==> config.mk <==
export PLATFORM = sky130hd
export DESIGN_NAME = uad_detect
export DESIGN_NICKNAME = d
export VERILOG_FILES = /design/src/hw/uad_classify.v /design/src/hw/uad_detect.v
export VERILOG_INCLUDE_DIRS = /design/src /design/src/hw
export SDC_FILE = /design/constraint.sdc
export NUM_CORES = 1
export LEC_CHECK = 0
export ABC_AREA = 1
export ABC_CLOCK_PERIOD_IN_PS = 11950
export BUFFER_PORTS_ARGS = -buffer_cell sky130_fd_sc_hd__buf_2
export CORE_ASPECT_RATIO = 1.1
export CORE_MARGIN = 1
export CORE_UTILIZATION = 30
export DETAILED_ROUTE_END_ITERATION = 7
export HOLD_SLACK_MARGIN = 0.15
export REMOVE_ABC_BUFFERS = 1
export SLEW_MARGIN = 25
export SYNTH_ARGS = -nofsm -noshare
export SYNTH_HDL_FRONTEND = slang
export SYNTH_SLANG_ARGS = --single-unit
==> constraint.sdc <==
create_clock -name ref_clk -period 11.95 [get_ports ref_clk]
set_clock_uncertainty 0.1 [all_clocks]
set_input_delay 2.9875 -clock ref_clk [delete_from_list [all_inputs] [get_ports ref_clk]]
set_output_delay 2.9875 -clock ref_clk [all_outputs]
set_load 0.01 [all_outputs]
==> src/hw/uad_regs.vh <==
// Register map, field positions, reset values and timing counts of the accessory detector
`ifndef UAD_REGS_VH
`define UAD_REGS_VH
`define UAD_ADDR_CONTROL 8'h02
`define UAD_ADDR_IRQ_FIRST 8'h03
`define UAD_ADDR_IRQ_SECOND 8'h04
`define UAD_ADDR_MASK_FIRST 8'h05
`define UAD_ADDR_MASK_SECOND 8'h06
`define UAD_ADDR_ID_CODE 8'h07
`define UAD_ADDR_TIMING_FIRST 8'h08
`define UAD_ADDR_TIMING_SECOND 8'h09
`define UAD_ADDR_TYPE_FIRST 8'h0A
`define UAD_ADDR_TYPE_SECOND 8'h0B
`define UAD_ADDR_BUTTON_FIRST 8'h0C
`define UAD_ADDR_BUTTON_SECOND 8'h0D
`define UAD_ADDR_CAR_KIT 8'h0E
`define UAD_CTRL_RESET 8'h1F
`define UAD_CTRL_BLOCK_BIT 0
`define UAD_TIMING_RESET 8'h00
`define UAD_MASK_RESET 8'h00
`define UAD_IRQ_ATTACH 0
`define UAD_IRQ_DETACH 1
`define UAD_IRQ2_RESERVED 0
`define UAD_IRQ2_CODE_CHANGE 2
`define UAD_WAIT_UNIT_MS 1
`define UAD_CLK_HZ 20000000
`define UAD_CYC_PER_MS (`UAD_CLK_HZ / 1000)
`define UAD_DEFAULT_WAIT_MS 10
`define UAD_DCD_CYCLES 16'd200
`define UAD_TYPE1_USB 2
`define UAD_TYPE1_UART 3
`define UAD_TYPE1_CARKIT 4
`define UAD_TYPE1_DCP 6
`define UAD_TYPE1_CDP 5
`define UAD_TYPE1_AUDIO 0
`define UAD_TYPE2_BOOT_OFF_USB 0
`define UAD_TYPE2_BOOT_ON_USB 1
`define UAD_TYPE2_BOOT_OFF_UART 2
`define UAD_TYPE2_BOOT_ON_UART 3
`define UAD_TYPE2_TTY 4
`define UAD_TYPE2_CRADLE 5
`define UAD_CODE_FLOAT 5'h1F
`define UAD_CODE_AUDIO1 5'h1E
`define UAD_CODE_CARKIT1 5'h17
`define UAD_CODE_CARKIT2 5'h1B
`endif

==> src/hw/uad_classify.v <==
// Combinational classifier of the 5-bit ID code into result register images
`timescale 1ns/1ps
module uad_classify (
  input wire [4:0] code,
  input wire bus_power,
  input wire [1:0] port_kind,
  output reg [7:0] type_first,
  output reg [7:0] type_second,
  output reg [7:0] button_first,
  output reg [7:0] button_second,
  output reg [7:0] car_kit,
  output reg reserved_hit,
  output reg usb_charger
);
`include "uad_regs.vh"
  // =====================================
  // Code decode
  always @*
  begin
    type_first = 8'h00;
    type_second = 8'h00;
    button_first = 8'h00;
    button_second = 8'h00;
    car_kit = 8'h00;
    reserved_hit = 1'b0;
    usb_charger = 1'b0;
    if (code == 5'h01)
      button_first[0] = 1'b1;
    else if (code >= 5'h02 && code <= 5'h0D)
    begin
      // Remote buttons two to thirteen over two registers
      if (code <= 5'h08)
        button_first[code[2:0] - 3'h1] = 1'b1;
      else
        button_second[code[2:0] - 3'h1] = 1'b1;
    end
    else if (code >= 5'h0E && code <= 5'h12)
      reserved_hit = 1'b1;
    else
    begin
      case (code)
        5'h15: type_second[`UAD_TYPE2_TTY] = 1'b1;
        5'h16: type_first[`UAD_TYPE1_UART] = 1'b1;
        5'h18: type_second[`UAD_TYPE2_BOOT_OFF_USB] = 1'b1;
        5'h19: type_second[`UAD_TYPE2_BOOT_ON_USB] = 1'b1;
        5'h1A: type_second[`UAD_TYPE2_CRADLE] = 1'b1;
        5'h1C: type_second[`UAD_TYPE2_BOOT_OFF_UART] = 1'b1;
        5'h1D: type_second[`UAD_TYPE2_BOOT_ON_UART] = 1'b1;
        `UAD_CODE_AUDIO1: type_first[`UAD_TYPE1_AUDIO] = 1'b1;
        `UAD_CODE_CARKIT1, `UAD_CODE_CARKIT2:
        begin
          if (bus_power)
          begin
            type_first[`UAD_TYPE1_CARKIT] = 1'b1;
            car_kit = (code == `UAD_CODE_CARKIT1) ? 8'h01 : 8'h02;
          end
        end
        `UAD_CODE_FLOAT:
        begin
          if (bus_power)
          begin
            case (port_kind)
              2'd1: type_first[`UAD_TYPE1_DCP] = 1'b1;
              2'd2: type_first[`UAD_TYPE1_CDP] = 1'b1;
              default: type_first[`UAD_TYPE1_USB] = 1'b1;
            endcase
            usb_charger = (port_kind != 2'd0);
          end
        end
        default: type_first = 8'h00;
      endcase
    end
  end
endmodule // uad_classify

==> src/hw/uad_detect.v <==
// Accessory detector top: detection sequence, register file and host signalling
`timescale 1ns/1ps
module uad_detect (
  input wire ref_clk,
  input wire reset,
  input wire bus_power_pin,
  input wire [4:0] id_sense_pin,
  input wire usb_plus_line,
  input wire usb_minus_line,
  input wire reg_wr,
  input wire reg_rd,
  input wire [7:0] reg_addr,
  input wire [7:0] reg_wdata,
  output reg [7:0] reg_rdata_ff,
  output reg irq_line_n_ff,
  output reg charger_flag_pin_ff
);
`include "uad_regs.vh"
  localparam [4:0] ST_IDLE = 5'b00001;
  localparam [4:0] ST_WAIT = 5'b00010;
  localparam [4:0] ST_DCD = 5'b00100;
  localparam [4:0] ST_REPORT = 5'b01000;
  localparam [4:0] ST_ATTACHED = 5'b10000;
  localparam [31:0] DEFAULT_WAIT_CYC = `UAD_DEFAULT_WAIT_MS * `UAD_CYC_PER_MS;

  // =====================================
  // Pin synchronisers, three stages
  reg [6:0] sync1_ff;
  reg [6:0] sync2_ff;
  reg [6:0] sync3_ff;
  reg [6:0] stable_ff;
  wire [6:0] pin_raw = {usb_plus_line, bus_power_pin, id_sense_pin};
  genvar gi;
  generate
    for (gi = 0; gi < 7; gi = gi + 1)
    begin : g_sync
      always @(posedge ref_clk or posedge reset)
      begin
        if (reset)
        begin
          sync1_ff[gi] <= (gi < 5) ? 1'b1 : 1'b0;
          sync2_ff[gi] <= (gi < 5) ? 1'b1 : 1'b0;
          sync3_ff[gi] <= (gi < 5) ? 1'b1 : 1'b0;
          stable_ff[gi] <= (gi < 5) ? 1'b1 : 1'b0;
        end
        else
        begin
          sync1_ff[gi] <= pin_raw[gi];
          sync2_ff[gi] <= sync1_ff[gi];
          sync3_ff[gi] <= sync2_ff[gi];
          if (sync2_ff[gi] == sync3_ff[gi])
            stable_ff[gi] <= sync3_ff[gi];
        end
      end
    end
  endgenerate
  wire [4:0] id_code = stable_ff[4:0];
  wire bus_power = stable_ff[5];
  wire dp_in = stable_ff[6];

  // =====================================
  // Register file
  reg [7:0] control_ff;
  reg [7:0] mask_first_ff;
  reg [7:0] mask_second_ff;
  reg [7:0] timing_first_ff;
  reg [7:0] timing_second_ff;
  reg [7:0] irq_first_ff;
  reg [7:0] irq_second_ff;
  reg [7:0] id_result_ff;
  reg [7:0] type_first_ff;
  reg [7:0] type_second_ff;
  reg [7:0] button_first_ff;
  reg [7:0] button_second_ff;
  reg [7:0] car_kit_ff;
  wire wr_ctrl = reg_wr && (reg_addr == `UAD_ADDR_CONTROL);
  wire block_bit = control_ff[`UAD_CTRL_BLOCK_BIT];

  // =====================================
  // Detection state machine
  reg [4:0] state_ff;
  reg [4:0] nxt_state;
  reg [31:0] count_ff;
  reg [31:0] nxt_count;
  reg [4:0] code_ff;
  reg [4:0] nxt_code;
  reg power_ff;
  reg nxt_power;
  reg [1:0] port_kind_ff;
  reg [1:0] nxt_port_kind;
  reg attached_ff;
  reg nxt_attached;
  reg report_pulse;
  reg detach_pulse;
  wire [31:0] wait_cyc;
  wire [7:0] cls_type_first;
  wire [7:0] cls_type_second;
  wire [7:0] cls_button_first;
  wire [7:0] cls_button_second;
  wire [7:0] cls_car_kit;
  wire cls_reserved;
  wire cls_charger;
  reg minus_sync1_ff;
  reg minus_sync2_ff;
  reg minus_sync3_ff;
  reg minus_hi_ff;
  wire charger_probe;

  // Switch wait from the high nibble of timing two; zero selects the default
  assign wait_cyc = (timing_second_ff[7:4] == 4'h0) ? DEFAULT_WAIT_CYC :
    ({28'd0, timing_second_ff[7:4]} * `UAD_WAIT_UNIT_MS * `UAD_CYC_PER_MS);

  uad_classify u_classify (
    .code(code_ff),
    .bus_power(power_ff),
    .port_kind(port_kind_ff),
    .type_first(cls_type_first),
    .type_second(cls_type_second),
    .button_first(cls_button_first),
    .button_second(cls_button_second),
    .car_kit(cls_car_kit),
    .reserved_hit(cls_reserved),
    .usb_charger(cls_charger)
  );

  wire input_changed = (id_code != code_ff) || (bus_power != power_ff);

  always @*
  begin
    nxt_state = state_ff;
    nxt_count = count_ff;
    nxt_code = code_ff;
    nxt_power = power_ff;
    nxt_port_kind = port_kind_ff;
    nxt_attached = attached_ff;
    report_pulse = 1'b0;
    detach_pulse = 1'b0;
    case (state_ff)
      ST_IDLE, ST_ATTACHED:
      begin
        if (input_changed)
        begin
          nxt_code = id_code;
          nxt_power = bus_power;
          nxt_count = 32'd0;
          nxt_state = ST_WAIT;
        end
      end
      ST_WAIT:
      begin
        if (input_changed)
        begin
          nxt_code = id_code;
          nxt_power = bus_power;
          nxt_count = 32'd0;
        end
        else if (count_ff + 32'd1 >= wait_cyc)
        begin
          nxt_count = 32'd0;
          if (code_ff == `UAD_CODE_FLOAT && power_ff)
            nxt_state = ST_DCD;
          else if (code_ff == `UAD_CODE_FLOAT)
          begin
            nxt_port_kind = 2'd0;
            if (attached_ff)
              detach_pulse = 1'b1;
            nxt_attached = 1'b0;
            nxt_state = ST_IDLE;
          end
          else
            nxt_state = ST_REPORT;
        end
        else
          nxt_count = count_ff + 32'd1;
      end
      ST_DCD:
      begin
        // Data contact: plus line must hold level for the debounce count
        if (input_changed)
          nxt_state = ST_WAIT;
        else if (sync2_ff[6] != sync3_ff[6])
          nxt_count = 32'd0;
        else if (count_ff >= {16'd0, `UAD_DCD_CYCLES})
        begin
          // Primary/secondary outcome read from the two data lines
          if (!dp_in)
            nxt_port_kind = 2'd0;
          else if (stable_ff[6] && minus_hi_ff)
            nxt_port_kind = 2'd1;
          else
            nxt_port_kind = 2'd2;
          nxt_state = ST_REPORT;
        end
        else
          nxt_count = count_ff + 32'd1;
      end
      ST_REPORT:
      begin
        report_pulse = 1'b1;
        nxt_attached = 1'b1;
        nxt_state = ST_ATTACHED;
      end
      default: nxt_state = ST_IDLE;
    endcase
  end
  always @(posedge ref_clk or posedge reset)
  begin
    if (reset)
      minus_hi_ff <= 1'b0;
    else
      minus_hi_ff <= sync3_ff[6] & sync2_ff[6] & (sync3_ff[6] == sync2_ff[6]) & charger_probe;
  end
  assign charger_probe = (minus_sync3_ff == minus_sync2_ff) & minus_sync3_ff;
  always @(posedge ref_clk or posedge reset)
  begin
    if (reset)
    begin
      minus_sync1_ff <= 1'b0;
      minus_sync2_ff <= 1'b0;
      minus_sync3_ff <= 1'b0;
    end
    else
    begin
      minus_sync1_ff <= usb_minus_line;
      minus_sync2_ff <= minus_sync1_ff;
      minus_sync3_ff <= minus_sync2_ff;
    end
  end

  always @(posedge ref_clk or posedge reset)
  begin
    if (reset)
    begin
      state_ff <= ST_IDLE;
      count_ff <= 32'd0;
      code_ff <= `UAD_CODE_FLOAT;
      power_ff <= 1'b0;
      port_kind_ff <= 2'd0;
      attached_ff <= 1'b0;
    end
    else
    begin
      state_ff <= nxt_state;
      count_ff <= nxt_count;
      code_ff <= nxt_code;
      power_ff <= nxt_power;
      port_kind_ff <= nxt_port_kind;
      attached_ff <= nxt_attached;
    end
  end

  // =====================================
  // Register writes, results and event flags
  wire rd_irq_first = reg_rd && (reg_addr == `UAD_ADDR_IRQ_FIRST);
  wire rd_irq_second = reg_rd && (reg_addr == `UAD_ADDR_IRQ_SECOND);
  wire [7:0] ev_first = {6'd0, detach_pulse, report_pulse & ~cls_reserved};
  wire [7:0] ev_second = {5'd0, report_pulse, 1'b0, report_pulse & cls_reserved};
  always @(posedge ref_clk or posedge reset)
  begin
    if (reset)
    begin
      control_ff <= `UAD_CTRL_RESET;
      mask_first_ff <= `UAD_MASK_RESET;
      mask_second_ff <= `UAD_MASK_RESET;
      timing_first_ff <= `UAD_TIMING_RESET;
      timing_second_ff <= `UAD_TIMING_RESET;
      irq_first_ff <= 8'h00;
      irq_second_ff <= 8'h00;
      id_result_ff <= {3'd0, `UAD_CODE_FLOAT};
      type_first_ff <= 8'h00;
      type_second_ff <= 8'h00;
      button_first_ff <= 8'h00;
      button_second_ff <= 8'h00;
      car_kit_ff <= 8'h00;
    end
    else
    begin
      if (wr_ctrl)
        control_ff <= reg_wdata;
      if (reg_wr && reg_addr == `UAD_ADDR_MASK_FIRST)
        mask_first_ff <= reg_wdata;
      if (reg_wr && reg_addr == `UAD_ADDR_MASK_SECOND)
        mask_second_ff <= reg_wdata;
      if (reg_wr && reg_addr == `UAD_ADDR_TIMING_FIRST)
        timing_first_ff <= reg_wdata;
      if (reg_wr && reg_addr == `UAD_ADDR_TIMING_SECOND)
        timing_second_ff <= reg_wdata;
      // Set wins over the read clear
      irq_first_ff <= (rd_irq_first ? 8'h00 : irq_first_ff) | ev_first;
      irq_second_ff <= (rd_irq_second ? 8'h00 : irq_second_ff) | ev_second;
      if (report_pulse)
      begin
        id_result_ff <= {3'd0, code_ff};
        type_first_ff <= cls_type_first;
        type_second_ff <= cls_type_second;
        button_first_ff <= cls_button_first;
        button_second_ff <= cls_button_second;
        car_kit_ff <= cls_car_kit;
      end
      else if (detach_pulse)
      begin
        id_result_ff <= {3'd0, `UAD_CODE_FLOAT};
        type_first_ff <= 8'h00;
        type_second_ff <= 8'h00;
        button_first_ff <= 8'h00;
        button_second_ff <= 8'h00;
        car_kit_ff <= 8'h00;
      end
    end
  end

  // =====================================
  // Host signalling and read data
  reg powerup_ff;
  wire pend = |(irq_first_ff & ~mask_first_ff) | |(irq_second_ff & ~mask_second_ff);
  always @(posedge ref_clk or posedge reset)
  begin
    if (reset)
    begin
      powerup_ff <= 1'b1;
      irq_line_n_ff <= 1'b0;
      charger_flag_pin_ff <= 1'b1;
      reg_rdata_ff <= 8'h00;
    end
    else
    begin
      if (!block_bit)
        powerup_ff <= 1'b0;
      // Low after reset until first unblock, then high while blocked, else low on pending events
      if (powerup_ff && block_bit)
        irq_line_n_ff <= 1'b0;
      else if (block_bit)
        irq_line_n_ff <= 1'b1;
      else
        irq_line_n_ff <= ~pend;
      if (report_pulse)
        charger_flag_pin_ff <= ~cls_charger;
      else if (detach_pulse)
        charger_flag_pin_ff <= 1'b1;
      case (reg_addr)
        `UAD_ADDR_CONTROL: reg_rdata_ff <= control_ff;
        `UAD_ADDR_IRQ_FIRST: reg_rdata_ff <= irq_first_ff;
        `UAD_ADDR_IRQ_SECOND: reg_rdata_ff <= irq_second_ff;
        `UAD_ADDR_MASK_FIRST: reg_rdata_ff <= mask_first_ff;
        `UAD_ADDR_MASK_SECOND: reg_rdata_ff <= mask_second_ff;
        `UAD_ADDR_ID_CODE: reg_rdata_ff <= id_result_ff;
        `UAD_ADDR_TIMING_FIRST: reg_rdata_ff <= timing_first_ff;
        `UAD_ADDR_TIMING_SECOND: reg_rdata_ff <= timing_second_ff;
        `UAD_ADDR_TYPE_FIRST: reg_rdata_ff <= type_first_ff;
        `UAD_ADDR_TYPE_SECOND: reg_rdata_ff <= type_second_ff;
        `UAD_ADDR_BUTTON_FIRST: reg_rdata_ff <= button_first_ff;
        `UAD_ADDR_BUTTON_SECOND: reg_rdata_ff <= button_second_ff;
        `UAD_ADDR_CAR_KIT: reg_rdata_ff <= car_kit_ff;
        default: reg_rdata_ff <= 8'h00;
      endcase
    end
  end
endmodule // uad_detect

==> results.toml <==
[die]
die_area_um2 = 31300
die_x_um = 169
die_y_um = 185
start_util = 0.308
core-area_um2 = 29800
io_pins = 38
rows = 66

[drt]
first_iter_violations = 503
vias_per_cell = 4.62
first_pass_iters = 5
wl_met1_mm = 10.5
topRoutingLayerUsed = "met4"
ant_nets = 0
wl_met2_mm = 10.1
drc = 0
routed_wirelength_mm = 21.8
post_drt_wl_per_cell_um = 13.6
num_vias = 7427
dr_wl_met3_um = 770

[finish]
instances_no_fill = 1606
syn_to_final_growth_pct = 13.0
drive_gt1_frac = 0.129
nNetsFinal = 1257
diodes = 0

[cts]
hold_buffers = 0
tritoncts = "built"
cts_sinks = 168
postCtsSetupBuffers = 0
ctsLongestPathBuffers = 2
clkLatencyLatePin_ps = 440
cts.htree.levels = 4
postCtsResizedCells = 0
path_clk_slew_ps = 70
cts_buffers = 17
root_buffer = "clkbuf_16"

[synth]
post_synth_num_cell_types = 45
synth_xor_area_frac = 0.0172
synth_top_family_by_area = "simple AND/OR/NAND/NOR gates"
synth_top_area_frac = 0.354
synthTopCellsByArea = "dfrtp_1, nand2_1, dfstp_2"
synth_area_per_cell_um2 = 8.00
syn_area_um2 = 9180
async_flop_share = 1.00
synth_top_cell_by_area = "dfrtp_1"
synthFlopType = "dfrtp_1"
synthCells = 1147
synth-seq-area-share = 0.463
ys_warn_count = 0
synth_edf_count = 0
synth.area.mux_share = 0.00123
synth_compound_area_frac = 0.0897
synth-adder-area-share = 0.0690
ys_ff_latch = 168
synth-simple-area-share = 0.288

[worst_setup_path]
critPathArrivalTime_ps = 5420
path_class = "reg2reg"
worstSetupEndpointType = "register"
crit_fanout = 38
crit_family = "simple AND/OR/NAND/NOR gates"
critPathMaxStageDelay_ps = 560
startpoint_type = "register"
cp_num_buf_inv = 4
cpMostUsedCell = "nand2_1"
rrSetupSlack_ps = 6810
critPathRequiredTime_ps = 12230
cp_slowest_cell = "dfrtp_1"

[timing]
worst_pin_slew_ps = 838
rsz0062_at_grt = "false"
finalHoldWorstSlack_ps = 249
tns_ps = 0
worst_slew_margin_rel = 0.441
max_freq_ghz = 0.195
hold_viol = 0
layout_setup_ws_ps = 6810
finalSetupViolCount = 0
final_max_slew_viol_count = 0
min_period_ps = 5140
post-route-period-util = 0.430

[grt]
grt_pass1_wl_mm = 36.7
overflow = 0
grt_pass1_vias = 7226
grt.total_usage = 0.148
antenna_found_initial = 0
grt_max_degree = 113

[flow_run]
max_cap_violations = 0

[pwr]
powerDensity_nw_per_um2 = 157
p_leak_nw = 5.12
peakVddDrop_v = 0.000106

[placement]
place_inst = 1574
gp_congestion = 0.921
post-place-ws_ps = 6850
io_buffers = 37
hpwl_mm = 16.0

[outcome]
status = "finished, final reports clean"

[hold_path]
hp-class = "reg2reg"
[through the flow]
| step | total power [W] | utilization | cell area [um2] |
|---|---|---|---|
| 2_1_floorplan | 0.000970 | - | 9050 |
| 4_1_cts | 0.00164 | 0.348 | 10400 |
| 5_1_grt | 0.00173 | 0.348 | 10400 |
| 6_report | 0.00163 | 0.348 | 10400 |
| 3_5_place_dp | 0.00109 | 0.328 | 9790 |
| 3_3_place_gp | 0.00108 | 0.328 | 9790 |
[placed cells by master (no fill, tap or decap), drive strengths merged, types with 2 or more instances in the layout]
cell / n
nand2: 342
inv: 149
dfrtp: 130
nor2: 124
nand3: 100
o21ai: 73
buf: 42
ha: 41
dfstp: 38
a21oi: 23
clkbuf: 17
xor2: 14
nand4: 14
a221oi: 14
nor3: 12
or2: 6
nand3b: 6
maj3: 6
o211ai: 5
a22o: 5
clkinv: 5
xnor2: 4
a32o: 4
and3: 3
a211oi: 3
fa: 3
clkinvlp: 3
o31ai: 2
o22ai: 2
a31oi: 2
[metal layers]
layer  GRT usage  vias up
li1            -     3788
met1       0.194     3461
met2       0.245      142
met3      0.0232       36
met4      0.0571        0
met5           0        -
[synth_stat cells (2+ instances only)]
library cell  number
or2_2              6
a32o_1             4
a31oi_1            2
nor2_4             7
buf_6              3
dfrtp_1          130
o31ai_1            2
nand4_1           14
dfstp_2           38
xor2_1            14
nand2_1          334
nor2_2             4
o21ai_0           72
nand3_1           90
buf_2              7
o211ai_1           5
maj3_1             6
nand2_2            8
xnor2_1            4
nor2_1           113
a221oi_1          14
and3_1             3
nand3_2           10
a22o_1             5
ha_1              41
fa_1               3
a211oi_1           3
nor3_1            11
inv_2              3
inv_1            138
a21oi_1           23
nand3b_1           6
o22ai_1            2
clkbuf_1          11
[layout make-up]
cell class	count	area [um2]
clock buffer	17	425
clock inverter	15	158
fill	3130	19400
inverter	142	541
multi-input combinational	814	4270
sequential	168	4250
tap	408	510
timing repair buffer	42	223
[cells by family after synthesis]
family | count (synthesis)
AND/OR/NAND/NOR | 608
flip-flops | 168
buffers and inverters | 165
AO/OA/AOI/OAI | 137
adder cells (fa/ha/maj) | 50
XOR/XNOR | 18
multiplexers | 1
[sequential cells by signal, summed over array words and instances, names as in the netlist, 6 cells and up]
signal / cells
button_first_ff: 8
sync1_ff: 7
timing_first_ff: 8
sync2_ff: 7
button_second_ff: 8
control_ff: 8
type_first_ff: 6
sync3_ff: 7
mask_first_ff: 8
count_ff: 32
type_second_ff: 6
timing_second_ff: 8
reg_rdata_ff: 8
mask_second_ff: 8
[final timing paths]
kind | depth (start not counted) | start | end
worst max-delay path | 25 | timing_second_ff[6] | id_result_ff[2]
worst min-delay path | 0 | minus_sync1_ff | minus_sync2_ff
worst max register to register | 25 | timing_second_ff[6] | id_result_ff[2]
worst min register to register | 0 | minus_sync1_ff | minus_sync2_ff
max in group asynchronous | 3 | reset | type_second_ff[1]
min in group asynchronous | 2 | reset | count_ff[5]
[report_power, final]
part | switching, W | internal, W
Combinational | 0.000255 | 0.000107
Clock | 0.000268 | 0.000279
Sequential | 0.0000625 | 0.000655
Power figures use the tool's default switching activity.
